[src/adc_ctrl_map.vh]
// register map, field positions and timing counts of the converter control unit
`ifndef ADC_CTRL_MAP_VH
`define ADC_CTRL_MAP_VH

// printed offsets are register indexes; byte address is four times
`define CTRL_IDX       8'h36
`define RHI_IDX        8'h37
`define RLO_IDX        8'h38
`define CTRL_ADDR      10'h0d8
`define RHI_ADDR       10'h0dc
`define RLO_ADDR       10'h0e0
`define ISTAT_ADDR     10'h0e4
`define IMASK_ADDR     10'h0e8

`define DONE_BIT       7
`define RATE_BIT       6
`define ON_BIT         5
`define SLOW_BIT       3
`define CH_MSB         2

`define CTRL_RST       8'h00
`define RLO_RST        8'h00
`define ISTAT_DONE     0
`define ISTAT_OVR      1

`define RES_BITS       10
`define SAMPLE_TICKS   3'h4
`define BIT_TICKS      3'h4
`define FADC_MAX_MHZ   4
`define CORE_MHZ       100
`define STAB_CYCLES    16'h0100

`endif

[src/sar_engine.v]
// successive approximation sequencer: sampling and ten bit decisions
`timescale 1ns/10ps
`include "adc_ctrl_map.vh"
module sar_engine #(
  parameter W = `RES_BITS
) (
  input  wire         core_clk,
  input  wire         rst_b,
  input  wire         tick,
  input  wire         run,
  input  wire         restart,
  input  wire         cmp_hi,
  output wire         sample,
  output wire [W-1:0] trial,
  output wire         done,
  output wire [W-1:0] result
);
  localparam [1:0] S_IDLE = 2'b00;
  localparam [1:0] S_SAMP = 2'b01;
  localparam [1:0] S_BITS = 2'b10;

  reg [1:0]   state_ff;
  reg [2:0]   tcnt_ff;
  reg [3:0]   bidx_ff;
  reg [W-1:0] trial_ff;
  reg [W-1:0] result_ff;
  reg         done_ff;
  reg [1:0]   nxt_state;
  reg [2:0]   nxt_tcnt;
  reg [3:0]   nxt_bidx;
  reg [W-1:0] nxt_trial;
  reg [W-1:0] nxt_result;
  reg         nxt_done;
  reg [W-1:0] kept;

  assign sample = (state_ff == S_SAMP);
  assign trial  = trial_ff;
  assign done   = done_ff;
  assign result = result_ff;

  always @* begin
    nxt_state  = state_ff;
    nxt_tcnt   = tcnt_ff;
    nxt_bidx   = bidx_ff;
    nxt_trial  = trial_ff;
    nxt_result = result_ff;
    nxt_done   = 1'b0;
    // comparator high keeps the trial bit; all-high gives full scale, all-low zero
    kept = cmp_hi ? trial_ff : (trial_ff & ~({{(W-1){1'b0}}, 1'b1} << bidx_ff));
    if (!run) begin
      nxt_state = S_IDLE;
      nxt_tcnt  = 3'h0;
    end else if (restart) begin
      nxt_state = S_SAMP;
      nxt_tcnt  = 3'h0;
    end else begin
      case (state_ff)
        S_IDLE: begin
          nxt_state = S_SAMP;
          nxt_tcnt  = 3'h0;
        end
        S_SAMP: begin
          if (tick) begin
            nxt_tcnt = tcnt_ff + 3'h1;
            if (tcnt_ff == `SAMPLE_TICKS - 3'h1) begin
              nxt_state = S_BITS;
              nxt_tcnt  = 3'h0;
              nxt_bidx  = W[3:0] - 4'h1;
              nxt_trial = {1'b1, {(W-1){1'b0}}};
            end
          end
        end
        S_BITS: begin
          if (tick) begin
            nxt_tcnt = tcnt_ff + 3'h1;
            // comparator passes a two-stage synchroniser, so decide on the last tick
            if (tcnt_ff == `BIT_TICKS - 3'h1) begin
              nxt_tcnt = 3'h0;
              if (bidx_ff == 4'h0) begin
                nxt_result = kept;
                nxt_done   = 1'b1;
                nxt_trial  = {W{1'b0}};
                nxt_state  = S_SAMP;
              end else begin
                nxt_bidx  = bidx_ff - 4'h1;
                nxt_trial = kept | ({{(W-1){1'b0}}, 1'b1} << (bidx_ff - 4'h1));
              end
            end
          end
        end
        default: begin
          nxt_state = S_IDLE;
        end
      endcase
    end
  end

  always @(posedge core_clk or negedge rst_b) begin
    if (!rst_b) begin
      state_ff  <= S_IDLE;
      tcnt_ff   <= 3'h0;
      bidx_ff   <= 4'h0;
      trial_ff  <= {W{1'b0}};
      result_ff <= {W{1'b0}};
      done_ff   <= 1'b0;
    end else begin
      state_ff  <= nxt_state;
      tcnt_ff   <= nxt_tcnt;
      bidx_ff   <= nxt_bidx;
      trial_ff  <= nxt_trial;
      result_ff <= nxt_result;
      done_ff   <= nxt_done;
    end
  end
endmodule

[src/sar_adc_control_unit.v]
// converter control unit: ahb-lite registers, clock divider, halt handling, interrupt
`timescale 1ns/10ps
`include "adc_ctrl_map.vh"
module sar_adc_control_unit #(
  parameter [15:0] STAB_CYC = `STAB_CYCLES
) (
  input  wire        core_clk,
  input  wire        rst_b,
  input  wire        hsel,
  input  wire [31:0] haddr,
  input  wire [1:0]  htrans,
  input  wire        hwrite,
  input  wire [2:0]  hsize,
  input  wire [31:0] hwdata,
  input  wire        hready,
  output wire        hreadyout,
  output wire        hresp,
  output wire [31:0] hrdata,
  input  wire        halt_req,
  input  wire        cmp_in,
  output wire        ana_power_on,
  output wire [2:0]  ana_chan,
  output wire        ana_sample,
  output wire [9:0]  ana_trial,
  output wire        irq
);
  // reset images of the two registers that have defined reset values
  localparam [7:0] CTRL_RV = `CTRL_RST;
  localparam [7:0] RLO_RV  = `RLO_RST;

  // bus phase state
  reg        wr_ph_ff;
  reg [9:0]  wr_addr_ff;
  reg        rd_ph_ff;
  reg        rd_rdy_ff;
  reg [9:0]  rd_addr_ff;
  reg [31:0] hrdata_ff;
  // programmer state
  reg [2:0]  chan_ff;
  reg        on_ff;
  reg        rate_ff;
  reg        slow_ff;
  reg        done_ff;
  reg [7:0]  rhi_ff;
  reg [1:0]  rlo_ff;
  reg [1:0]  ist_ff;
  reg [1:0]  imask_ff;
  // converter timing and interrupt
  reg [1:0]  div_ff;
  reg [15:0] stab_ff;
  reg        cmp_s1_ff;
  reg        cmp_s2_ff;
  reg        irq_ff;

  reg [31:0] nxt_hrdata;
  reg        nxt_done;
  reg [1:0]  nxt_ist;
  reg        tick;

  wire       addr_ok;
  wire       rd_take;
  wire       wr_take;
  wire       wr_ctrl;
  wire       wr_rlo;
  wire       wr_ist;
  wire       wr_imask;
  wire       rd_cap;
  wire       chan_chg;
  wire       run;
  wire       eng_done;
  wire [9:0] eng_res;
  wire       done_set;
  wire       done_clr;

  // zero-wait writes; reads hold one wait state so a write just before is seen
  assign hreadyout = ~(rd_ph_ff & ~rd_rdy_ff);
  assign hresp     = 1'b0;
  assign hrdata    = hrdata_ff;

  assign addr_ok = hsel & htrans[1] & hready;
  assign rd_take = addr_ok & ~hwrite;
  assign wr_take = addr_ok & hwrite;

  assign wr_ctrl  = wr_ph_ff & (wr_addr_ff == `CTRL_ADDR);
  assign wr_rlo   = wr_ph_ff & (wr_addr_ff == `RLO_ADDR);
  assign wr_ist   = wr_ph_ff & (wr_addr_ff == `ISTAT_ADDR);
  assign wr_imask = wr_ph_ff & (wr_addr_ff == `IMASK_ADDR);
  assign rd_cap   = rd_ph_ff & ~rd_rdy_ff;

  assign chan_chg = wr_ctrl & (hwdata[`CH_MSB:0] != chan_ff);
  // halt forces the converter off and then waits out the stabilisation count
  assign run      = on_ff & ~halt_req & (stab_ff == 16'h0000);

  // a result arriving with the channel change is from the old channel
  assign done_set = eng_done & ~chan_chg;
  assign done_clr = wr_ctrl | (rd_cap & (rd_addr_ff == `RHI_ADDR));

  always @* begin
    // set wins over clear so no completion is lost
    nxt_done = done_set | (done_ff & ~done_clr);
    nxt_ist  = ist_ff;
    if (wr_ist) begin
      nxt_ist = ist_ff & ~hwdata[1:0];
    end
    if (done_set) begin
      nxt_ist[`ISTAT_DONE] = 1'b1;
    end
    if (done_set & done_ff & ~done_clr) begin
      nxt_ist[`ISTAT_OVR] = 1'b1;
    end
  end

  // conversion clock as a tick: full rate, half or quarter of core_clk
  always @* begin
    if (slow_ff) begin
      tick = (div_ff == 2'b11);
    end else if (rate_ff) begin
      tick = 1'b1;
    end else begin
      tick = div_ff[0];
    end
  end

  always @* begin
    nxt_hrdata = 32'h0000_0000;
    case (rd_addr_ff)
      `CTRL_ADDR: begin
        nxt_hrdata[7:0] = {done_ff, rate_ff, on_ff, 2'b00, chan_ff};
      end
      `RHI_ADDR: begin
        nxt_hrdata[7:0] = rhi_ff;
      end
      `RLO_ADDR: begin
        nxt_hrdata[7:0] = {4'h0, slow_ff, 1'b0, rlo_ff};
      end
      `ISTAT_ADDR: begin
        nxt_hrdata[1:0] = ist_ff;
      end
      `IMASK_ADDR: begin
        nxt_hrdata[1:0] = imask_ff;
      end
      default: begin
        nxt_hrdata = 32'h0000_0000;
      end
    endcase
  end

  always @(posedge core_clk or negedge rst_b) begin
    if (!rst_b) begin
      wr_ph_ff   <= 1'b0;
      wr_addr_ff <= 10'h000;
      rd_ph_ff   <= 1'b0;
      rd_rdy_ff  <= 1'b0;
      rd_addr_ff <= 10'h000;
      hrdata_ff  <= 32'h0000_0000;
    end else begin
      wr_ph_ff <= wr_take;
      if (wr_take) begin
        wr_addr_ff <= haddr[9:0];
      end
      if (rd_take) begin
        rd_ph_ff   <= 1'b1;
        rd_rdy_ff  <= 1'b0;
        rd_addr_ff <= haddr[9:0];
      end else if (rd_cap) begin
        rd_rdy_ff <= 1'b1;
        hrdata_ff <= nxt_hrdata;
      end else if (rd_rdy_ff) begin
        rd_ph_ff  <= 1'b0;
        rd_rdy_ff <= 1'b0;
      end
    end
  end

  always @(posedge core_clk or negedge rst_b) begin
    if (!rst_b) begin
      chan_ff  <= CTRL_RV[`CH_MSB:0];
      on_ff    <= CTRL_RV[`ON_BIT];
      rate_ff  <= CTRL_RV[`RATE_BIT];
      slow_ff  <= RLO_RV[`SLOW_BIT];
      done_ff  <= CTRL_RV[`DONE_BIT];
      ist_ff   <= 2'b00;
      imask_ff <= 2'b00;
    end else begin
      if (wr_ctrl) begin
        // bits 4:3 are not stored; they read back zero
        chan_ff <= hwdata[`CH_MSB:0];
        on_ff   <= hwdata[`ON_BIT];
        rate_ff <= hwdata[`RATE_BIT];
      end
      if (wr_rlo) begin
        slow_ff <= hwdata[`SLOW_BIT];
      end
      if (wr_imask) begin
        imask_ff <= hwdata[1:0];
      end
      done_ff <= nxt_done;
      ist_ff  <= nxt_ist;
    end
  end

  // result split: high register keeps 9:2, low register keeps 1:0
  always @(posedge core_clk or negedge rst_b) begin
    if (!rst_b) begin
      rhi_ff <= 8'h00;
      rlo_ff <= 2'b00;
    end else if (done_set) begin
      rhi_ff <= eng_res[9:2];
      rlo_ff <= eng_res[1:0];
    end
  end

  always @(posedge core_clk or negedge rst_b) begin
    if (!rst_b) begin
      div_ff    <= 2'b00;
      stab_ff   <= 16'h0000;
      cmp_s1_ff <= 1'b0;
      cmp_s2_ff <= 1'b0;
      irq_ff    <= 1'b0;
    end else begin
      div_ff    <= div_ff + 2'b01;
      cmp_s1_ff <= cmp_in;
      cmp_s2_ff <= cmp_s1_ff;
      irq_ff    <= |(nxt_ist & imask_ff);
      if (halt_req) begin
        stab_ff <= STAB_CYC;
      end else if (stab_ff != 16'h0000) begin
        stab_ff <= stab_ff - 16'h0001;
      end
    end
  end

  assign ana_power_on = run;
  assign ana_chan     = chan_ff;
  assign irq          = irq_ff;

  sar_engine #(
    .W (`RES_BITS)
  ) u_sar (
    .core_clk (core_clk),
    .rst_b    (rst_b),
    .tick     (tick),
    .run      (run),
    .restart  (chan_chg),
    .cmp_hi   (cmp_s2_ff),
    .sample   (ana_sample),
    .trial    (ana_trial),
    .done     (eng_done),
    .result   (eng_res)
  );
endmodule

[config.mk]
export PLATFORM = sky130hd
export DESIGN_NAME = sar_adc_control_unit
export DESIGN_NICKNAME = d
export VERILOG_FILES = /design/src/sar_engine.v /design/src/sar_adc_control_unit.v
export VERILOG_INCLUDE_DIRS = /design/src
export SDC_FILE = /design/constraint.sdc
export NUM_CORES = 1
export LEC_CHECK = 0
export ABC_AREA = 1
export BUFFER_PORTS_ARGS = -buffer_cell sky130_fd_sc_hd__buf_2
export CAP_MARGIN = 0
export CORE_ASPECT_RATIO = 1.5
export CORE_MARGIN = 4
export CORE_UTILIZATION = 30
export DETAILED_ROUTE_END_ITERATION = 8
export PLACE_DENSITY = 0.58
export SLEW_MARGIN = 20
export SYNTH_ARGS = -nofsm -noshare
export SYNTH_HDL_FRONTEND = slang
export SYNTH_SLANG_ARGS = --single-unit
[constraint.sdc]
create_clock -name core_clk -period 1.6 [get_ports core_clk]
set_clock_uncertainty 0.05 [all_clocks]
set_input_delay 0.24 -clock core_clk [delete_from_list [all_inputs] [get_ports core_clk]]
set_output_delay 0.24 -clock core_clk [all_outputs]
set_load 0.02 [all_outputs]
==> results.sh, run 1 <==
export IMPL_synth_common_cells="167 x sky130_fd_sc_hd__nand2_1, 103 x sky130_fd_sc_hd__dfrtp_1, 72 x sky130_fd_sc_hd__inv_1, 59 x sky130_fd_sc_hd__o21ai_0, 56 x sky130_fd_sc_hd__nor2_1"
export IMPL_fin_hold_ws_ns=0.05656
export IMPL_grt_pass1_wl_mm=22.20
export IMPL_max_clock_path_buffers=2
export IMPL_path_max_fanout=2
export IMPL_nets=917
export IMPL_route_final_wire_length_mm=14.10
export IMPL_detailed_place_hpwl_mm=10.43
export IMPL_drt_first_pass_iters=4
export IMPL_timing_final_hold_violations=0
export IMPL_pin_count=126
export IMPL_ys_warnings_count=0
export IMPL_cts_sink_cnt=103
export IMPL_fin_crit_sh_pct=119.0
export IMPL_cts_max_level=3
export IMPL_drc=0
export IMPL_postSynth_topFlopCell="sky130_fd_sc_hd__dfrtp_1"
export IMPL_die_width_um=117.3
export IMPL_area_share_of_the_largest_cell_type_after_synthesis_pct=47.95
export IMPL_setup_worst_path_end_class="output port"
export IMPL_postSynthRegisterBits=103
export IMPL_grt_overflow=0
export IMPL_antenna_found_initial=0
export IMPL_gr_usage_all_layers_pct=14.01
export IMPL_pwr_density_cell_mw_per_mm2=996.0
export IMPL_power_leakage_nw=3.846
export IMPL_synthArstFlopShare_pct=100.0
export IMPL_detail_route_antenna_nets=0
export IMPL_fin_ws_ns=-0.3035
export IMPL_initial_utilization_pct=30.72
export IMPL_yosys_cell_count_top_type="sky130_fd_sc_hd__nand2_1"
export IMPL_yosys_cell_types_count=41
export IMPL_violations_in_the_final_reports="setup timing"
export IMPL_vias_in_the_first_global_route=4681
export IMPL_critical_path_required_ns=1.31
export IMPL_cts_buffers=9
export IMPL_power_ir_vdd_worst_uv=506.5
export IMPL_post_syn_instances=660
export IMPL_layout_min_cycle_time_ns=1.903
export IMPL_rsz_0062_raised_after_global_routing="yes"
export IMPL_achievable_frequency_mhz=525.4
export IMPL_synth_top_cells_by_area="sky130_fd_sc_hd__dfrtp_1 48%, sky130_fd_sc_hd__nand2_1 12%, sky130_fd_sc_hd__o21ai_0 5.5%"
export IMPL_num_rows=59
export IMPL_die_area_sq_mm=0.02017
export IMPL_routedWlPerCell_um=13.48
export IMPL_final_core_util_pct=43.30
export IMPL_drv_cap=0
export IMPL_maxSlewViolCount=0
export IMPL_maximum_number_of_pins_on_one_net_before_global_route_repair=45
export IMPL_tritoncts="built"
export IMPL_class_of_the_tightest_hold_or_removal_check="input port to flop"
export IMPL_core_area_sq_mm=0.01750
export IMPL_globalplace_congestion=0.8266
export IMPL_result_of_the_run="complete, but fails checks"
export IMPL_power_total_mw=7.546
export IMPL_routed_via_count=4814
export IMPL_drt_iter0_markers=253
export IMPL_root_buffer="sky130_fd_sc_hd__clkbuf_16"
export IMPL_synth_sequential_area_ratio_pct=47.95
export IMPL_fraction_of_final_layout_cells_sized_beyond_drive_strength_1_pct=35.29
export IMPL_dieHeight_um=171.9
export IMPL_vias_per_cell=4.602
export IMPL_synth_edf_count=0
export IMPL_clk_insertion_delay_late_ns=0.36
export IMPL_setup_viol_count_final=47
export IMPL_crit_type="flop to output port"
export IMPL_critical_path_startpoint_type="flop"
export IMPL_synth_top_area_cell="sky130_fd_sc_hd__dfrtp_1"
export IMPL_syn_area_per_cell_sq_um=8.144
export IMPL_area_delta_synth_final_pct=40.95
export IMPL_number_of_diodes=0
export IMPL_critPathArrivalTime_ns=1.61
export IMPL_port_buffers=48
export IMPL_syn_area_sq_mm=0.005375
export IMPL_worst_setup_hold_path_clk_slew_ns=0.07
## routing by layer
| layer | vias up | routed length [um] | track usage, % |
|---|---|---|---|
| li1 | 2422 | - | - |
| met1 | 2265 | 5675 | 16.03 |
| met2 | 106 | 7542 | 25.34 |
| met3 | 21 | 578 | 2.661 |
| met4 | 0 | 302 | 5.389 |
| met5 | - | 0 | 0 |
## state kept, by name (all words and copies together) (netlist names), 2 cells and up
register        cells
rlo_ff              2
ist_ff              2
imask_ff            2
rhi_ff              8
u_sar.tcnt_ff       3
rd_addr_ff         10
ana_chan            3
div_ff              2
stab_ff            16
u_sar.result       10
u_sar.state_ff      2
u_sar.trial        10
u_sar.bidx_ff       4
hrdata              8
wr_addr_ff         10
## cells in the final DEF (no fill, tap or decap), types with 6 or more instances in the layout
cell type / Yosys / routed
sky130_fd_sc_hd__a21oi_1: 27 / 23
sky130_fd_sc_hd__buf_12: 0 / 8
sky130_fd_sc_hd__buf_2: 1 / 45
sky130_fd_sc_hd__buf_4: 25 / 97
sky130_fd_sc_hd__buf_6: 6 / 15
sky130_fd_sc_hd__clkbuf_16: 0 / 12
sky130_fd_sc_hd__conb_1: 1 / 25
sky130_fd_sc_hd__dfrtp_1: 103 / 103
sky130_fd_sc_hd__ha_1: 13 / 10
sky130_fd_sc_hd__inv_1: 72 / 60
sky130_fd_sc_hd__inv_2: 1 / 11
sky130_fd_sc_hd__nand2_1: 167 / 137
sky130_fd_sc_hd__nand2_2: 1 / 19
sky130_fd_sc_hd__nand2_4: 2 / 13
sky130_fd_sc_hd__nand3_1: 42 / 34
sky130_fd_sc_hd__nand4_1: 10 / 10
sky130_fd_sc_hd__nor2_1: 56 / 43
sky130_fd_sc_hd__nor2_2: 4 / 10
sky130_fd_sc_hd__nor2_4: 2 / 9
sky130_fd_sc_hd__nor3_1: 15 / 9
sky130_fd_sc_hd__nor3_2: 2 / 6
sky130_fd_sc_hd__o21ai_0: 59 / 44
sky130_fd_sc_hd__o21ai_1: 9 / 18
sky130_fd_sc_hd__o21ai_2: 4 / 9
## final timing paths
path                       slack, ns         endpoint  depth (start not counted)  startpoint
max in group asynchronous       0.67        hrdata[3]                          3       rst_b
min in group asynchronous       0.28      stab_ff[15]                          2       rst_b
max reg2reg                    -0.25  u_sar.result[5]                         11  stab_ff[1]
min reg2reg                     0.30        cmp_s2_ff                          0   cmp_s1_ff
min                             0.06          rate_ff                          3   hwdata[6]
max                            -0.30     ana_power_on                          8  stab_ff[1]
## cells by family after synthesis
group                    Yosys count  synth area share, %
XOR/XNOR                           9                1.466
AND/OR/NAND/NOR                  306                24.77
multiplexers                       5                1.001
flip-flops                       103                47.95
other                              1              0.06977
AO/OA/AOI/OAI                    108                10.80
buffers and inverters            115                10.92
adder cells (fa/ha/maj)           13                3.026
## power by group
group	switching, mW	total [mW]	internal [mW]
clock network	1.03	2.31	1.27
logic	1.20	2.21	1.01
registers	0.177	3.03	2.85
## cell type report
cell class | count | area (sq um)
Multi-Input combinational cell | 466 | 2731
Clock inverter | 5 | 61.31
Sequential cell | 103 | 2577
Timing Repair Buffer | 170 | 1378
Tap cell | 213 | 266.5
Fill cell | 1717 | 9920
Inverter | 78 | 319.1
Clock buffer | 11 | 242.7
## through the flow
step	instances	setup TNS, ns	cell area (sq um)	setup slack [ns]
floorplan	684	-0.7481	5488	-0.06866
global placement	1004	-4.351	6526	-0.1991
detailed placement	1004	-5.239	6526	-0.2377
CTS	1031	-5.236	7094	-0.2778
global route	1046	-12.10	7576	-0.3878
finish	1046	-6.381	7576	-0.3035
## critical path, cell delays in order, from the launching register on
cell and delay, ns:
sky130_fd_sc_hd__dfrtp_1 0.40, sky130_fd_sc_hd__inv_2 0.08, sky130_fd_sc_hd__ha_4 0.14, sky130_fd_sc_hd__nand3_4 0.07, sky130_fd_sc_hd__nor2_4 0.11, sky130_fd_sc_hd__nand3_2 0.09, sky130_fd_sc_hd__nor2_4 0.14, sky130_fd_sc_hd__buf_6 0.11
sky130_fd_sc_hd__buf_6 0.11
## what timing repair did
| action | CTS | global route |
|---|---|---|
| buffers inserted | 9 | 13 |
| endpoints found under the hold margin | 22 | 0 |
| gates resized for setup | 47 | 98 |
| gates cloned | 0 | 3 |
| setup endpoints to repair | 50 | 69 |
| hold buffers | 2 | 0 |
| pin swaps | 11 | 25 |
(Power assumes the default switching activity.)
==> inputs of run 2 (changes only) <==
--- a/config.mk
+++ b/config.mk
@@ -6,14 +6,13 @@
 export SDC_FILE = /design/constraint.sdc
 export NUM_CORES = 1
 export LEC_CHECK = 0
-export ABC_AREA = 1
 export BUFFER_PORTS_ARGS = -buffer_cell sky130_fd_sc_hd__buf_2
 export CAP_MARGIN = 0
 export CORE_ASPECT_RATIO = 1.5
 export CORE_MARGIN = 4
 export CORE_UTILIZATION = 30
 export DETAILED_ROUTE_END_ITERATION = 8
-export PLACE_DENSITY = 0.58
+export PLACE_DENSITY = 0.59
 export SLEW_MARGIN = 20
 export SYNTH_ARGS = -nofsm -noshare
 export SYNTH_HDL_FRONTEND = slang
==> run 2 against run 1 <==
The flow still finishes with violations (setup timing); fmax is 15% lower; combinational power is 31% higher; hold slack got worse by 0.0042 ns; largest cell class unchanged; worst setup slack got worse by 0.35 ns; core utilization is 2.2 points higher; sequential share of layout area shrank 1.2 points; flip-flop and latch count stayed put; die area down 2.1%; first-iteration DRC count decreased by 1.2%; register-to-register slack worse by 0.40 ns; largest power group unchanged; cell area increased by 3.7%; synthesized cell count shrank 20%.
==> results.sh, run 2 <==
export IMPL_result_of_the_run="complete, but fails checks"
export IMPL_violations_in_the_final_reports="setup timing"
export IMPL_fraction_of_final_layout_cells_sized_beyond_drive_strength_1_pct=47.02
export IMPL_synth_top_area_cell="sky130_fd_sc_hd__dfrtp_1"
export IMPL_tritoncts="built"
export IMPL_ys_warnings_count=0
export IMPL_max_clock_path_buffers=2
export IMPL_initial_utilization_pct=30.43
export IMPL_placedInstanceArea_sq_mm=0.006649
export IMPL_critical_path_startpoint_type="flop"
export IMPL_largest_reg_flops=16
export IMPL_drt_first_pass_iters=4
export IMPL_routed_via_count=4503
export IMPL_detailed_place_hpwl_mm=10.54
export IMPL_maxSlewViolCount=0
export IMPL_critPathSlowestCell="sky130_fd_sc_hd__or4_4"
export IMPL_timing_final_hold_violations=0
export IMPL_num_rows=59
export IMPL_root_buffer="sky130_fd_sc_hd__clkbuf_16"
export IMPL_worst_path_stages=7
export IMPL_rsz_0062_raised_after_global_routing="yes"
export IMPL_drv_cap=0
export IMPL_drt_iter0_markers=250
export IMPL_layout_min_cycle_time_ns=2.250
export IMPL_setup_viol_count_final=71
export IMPL_setup_worst_path_end_class="flop"
export IMPL_globalplace_congestion=0.8558
export IMPL_path_max_fanout=4
export IMPL_fin_hold_ws_ns=0.05240
export IMPL_power_total_mw=8.065
export IMPL_pwr_density_cell_mw_per_mm2=1027
export IMPL_synth_edf_count=0
export IMPL_synth_sequential_area_ratio_pct=49.04
export IMPL_class_of_the_tightest_hold_or_removal_check="input port to flop"
export IMPL_achievable_frequency_mhz=444.4
export IMPL_largest_register="stab_ff"
export IMPL_synth_common_cells="103 x sky130_fd_sc_hd__dfrtp_1, 96 x sky130_fd_sc_hd__nand2_1, 34 x sky130_fd_sc_hd__o21ai_0, 28 x sky130_fd_sc_hd__nor2_1, 26 x sky130_fd_sc_hd__buf_4"
export IMPL_post_syn_instances=529
export IMPL_die_area_sq_mm=0.01975
export IMPL_fin_area_sq_mm=0.007854
export IMPL_pin_count=126
export IMPL_vias_per_cell=4.821
export IMPL_buffers_and_inverters_on_the_worst_path=2
export IMPL_die_width_um=116.1
export IMPL_antenna_found_initial=0
export IMPL_critical_path_max_stage_delay_ns=0.57
export IMPL_synth_top_cells_by_area="sky130_fd_sc_hd__dfrtp_1 49%, sky130_fd_sc_hd__nand2_1 6.9%, sky130_fd_sc_hd__mux2_2 5.4%"
export IMPL_worst_setup_hold_path_clk_slew_ns=0.07
export IMPL_grt_overflow=0
export IMPL_detail_route_antenna_nets=0
export IMPL_syn_area_per_cell_sq_um=9.936
export IMPL_rr_worst_depth=7
export IMPL_path_delay_family="simple AND/OR/NAND/NOR gates"
export IMPL_nets=805
export IMPL_area_share_of_the_largest_cell_type_after_synthesis_pct=49.04
export IMPL_dieHeight_um=170.1
export IMPL_drc=0
export IMPL_critical_path_cell_chain="or4_4 > nor4_4 > buf_4 > buf_6 > o211ai_1 > nor3_2 > a21bo_2"
export IMPL_crit_type="flop to flop"
export IMPL_fin_crit_sh_pct=140.6
export IMPL_slew_worst_pin_ns=0.6408
export IMPL_max_slew_margin_rel_pct=56.95
export IMPL_number_of_diodes=0
export IMPL_maximum_number_of_pins_on_one_net_before_global_route_repair=60
export IMPL_cts_sink_cnt=103
export IMPL_core_area_sq_mm=0.01727
export IMPL_yosys_cell_types_count=61
export IMPL_power_leakage_nw=3.606
export IMPL_layout_common_cells="114 x sky130_fd_sc_hd__buf_4, 103 x sky130_fd_sc_hd__dfrtp_1, 87 x sky130_fd_sc_hd__nand2_1"
export IMPL_synthArstFlopShare_pct=100.0
export IMPL_route_final_wire_length_mm=14.76
export IMPL_critical_path_required_ns=1.83
export IMPL_cts_max_level=3
export IMPL_fin_ws_ns=-0.6501
export IMPL_grt_pass1_wl_mm=24.12
export IMPL_area_delta_synth_final_pct=49.42
export IMPL_gr_usage_all_layers_pct=15.36
export IMPL_yosys_cell_count_top_type="sky130_fd_sc_hd__dfrtp_1"
export IMPL_cts_buffers=9
export IMPL_critPathArrivalTime_ns=2.48
export IMPL_power_ir_vdd_worst_uv=635.2
export IMPL_postSynth_topFlopCell="sky130_fd_sc_hd__dfrtp_1"
export IMPL_setup_tns_final_ns=-33.84
export IMPL_holdPathStages=3
export IMPL_routedWlPerCell_um=15.81
export IMPL_mostFrequentLayoutCell="sky130_fd_sc_hd__buf_4"
export IMPL_vias_in_the_first_global_route=4820
export IMPL_syn_area_sq_mm=0.005256
export IMPL_clk_insertion_delay_late_ns=0.34
export IMPL_port_buffers=48
export IMPL_postSynthRegisterBits=103
-- run 2: cell types whose count changed after synthesis, moves of 7 or more --
| cell | before | now |
|---|---|---|
| sky130_fd_sc_hd__nand3_1 | 42 | 7 |
| sky130_fd_sc_hd__a21oi_1 | 27 | 13 |
| sky130_fd_sc_hd__o21ai_0 | 59 | 34 |
| sky130_fd_sc_hd__inv_1 | 72 | 19 |
| sky130_fd_sc_hd__mux2_2 | 3 | 25 |
| sky130_fd_sc_hd__nand2_1 | 167 | 96 |
| sky130_fd_sc_hd__clkbuf_1 | 5 | 12 |
| sky130_fd_sc_hd__mux2i_1 | 2 | 12 |
| sky130_fd_sc_hd__nor2_1 | 56 | 28 |
-- run 2: logic make-up after synthesis --
| logic type | synth area share, % |
|---|---|
| multiplexers | 7.927 |
| adder cells (fa/ha/maj) | 3.095 |
| buffers and inverters | 6.641 |
| AO/OA/AOI/OAI | 11.43 |
| XOR/XNOR | 2.333 |
| flip-flops | 49.04 |
| other | 0.07134 |
| AND/OR/NAND/NOR | 19.47 |
-- run 2: worst reg2reg max path, stage by stage (launching register included) --
cell                       delay (ns)
sky130_fd_sc_hd__dfrtp_1         0.38
sky130_fd_sc_hd__or4_4           0.57
sky130_fd_sc_hd__nor4_4          0.23
sky130_fd_sc_hd__buf_4           0.22
sky130_fd_sc_hd__buf_6           0.13
sky130_fd_sc_hd__o211ai_1        0.16
sky130_fd_sc_hd__nor3_2          0.28
sky130_fd_sc_hd__a21bo_2         0.19
-- run 2: cell type report --
| cell class | count | area [sq um] |
|---|---|---|
| fill | 1612 | 9420 |
| clock inverter | 4 | 35.03 |
| inverter | 19 | 73.82 |
| timing repair buffer | 197 | 1553 |
| sequential | 103 | 2577 |
| tap | 213 | 266.5 |
| multi-input combinational | 386 | 3102 |
| clock buffer | 12 | 246.5 |
-- run 2: per-stage QoR --
stage / setup slack (ns) / cells / utilization (%)
floorplan: -0.6294 / 553 / -
global placement: -0.6421 / 889 / 38.49
detailed placement: -0.6570 / 889 / 38.49
CTS: -0.7231 / 931 / 44.17
global route: -0.7147 / 934 / 45.47
finish: -0.6501 / 934 / 45.47
-- run 2: routing by layer --
| metal | up-vias | track usage, % | wire [um] |
|---|---|---|---|
| li1 | 2180 | - | - |
| met1 | 2209 | 17.38 | 5793 |
| met2 | 91 | 28.81 | 8135 |
| met3 | 23 | 2.490 | 517 |
| met4 | 0 | 4.997 | 317 |
| met5 | - | 0 | 0 |
-- run 2: path summary, 6_finish.rpt --
| kind | from | end | slack, ns |
|---|---|---|---|
| setup / recovery | stab_ff[14] | u_sar.trial[5] | -0.65 |
| hold reg to reg | cmp_s1_ff | cmp_s2_ff | 0.31 |
| hold / removal | hwdata[5] | on_ff | 0.05 |
| max in group asynchronous | rst_b | rhi_ff[1] | 0.59 |
| setup reg to reg | stab_ff[14] | u_sar.trial[5] | -0.65 |
| min in group asynchronous | rst_b | rd_addr_ff[9] | 0.21 |
-- run 2: timing repair --
action | 4_1_cts | 5_1_grt
setup buffers | 22 | 7
cloned | 2 | 0
hold buffers | 2 | 0
pin swaps | 42 | 22
hold endpoints to repair | 66 | 0
setup endpoints to repair | 73 | 77
gates resized for setup | 115 | 45
-- run 2: power by group --
| group | internal, mW | total (mW) | switching (mW) | leakage (nW) |
|---|---|---|---|---|
| Sequential | 2.85 | 3.04 | 0.187 | 1.34 |
| Clock | 1.12 | 2.13 | 1.00 | 0.138 |
| Combinational | 1.46 | 2.90 | 1.44 | 2.13 |
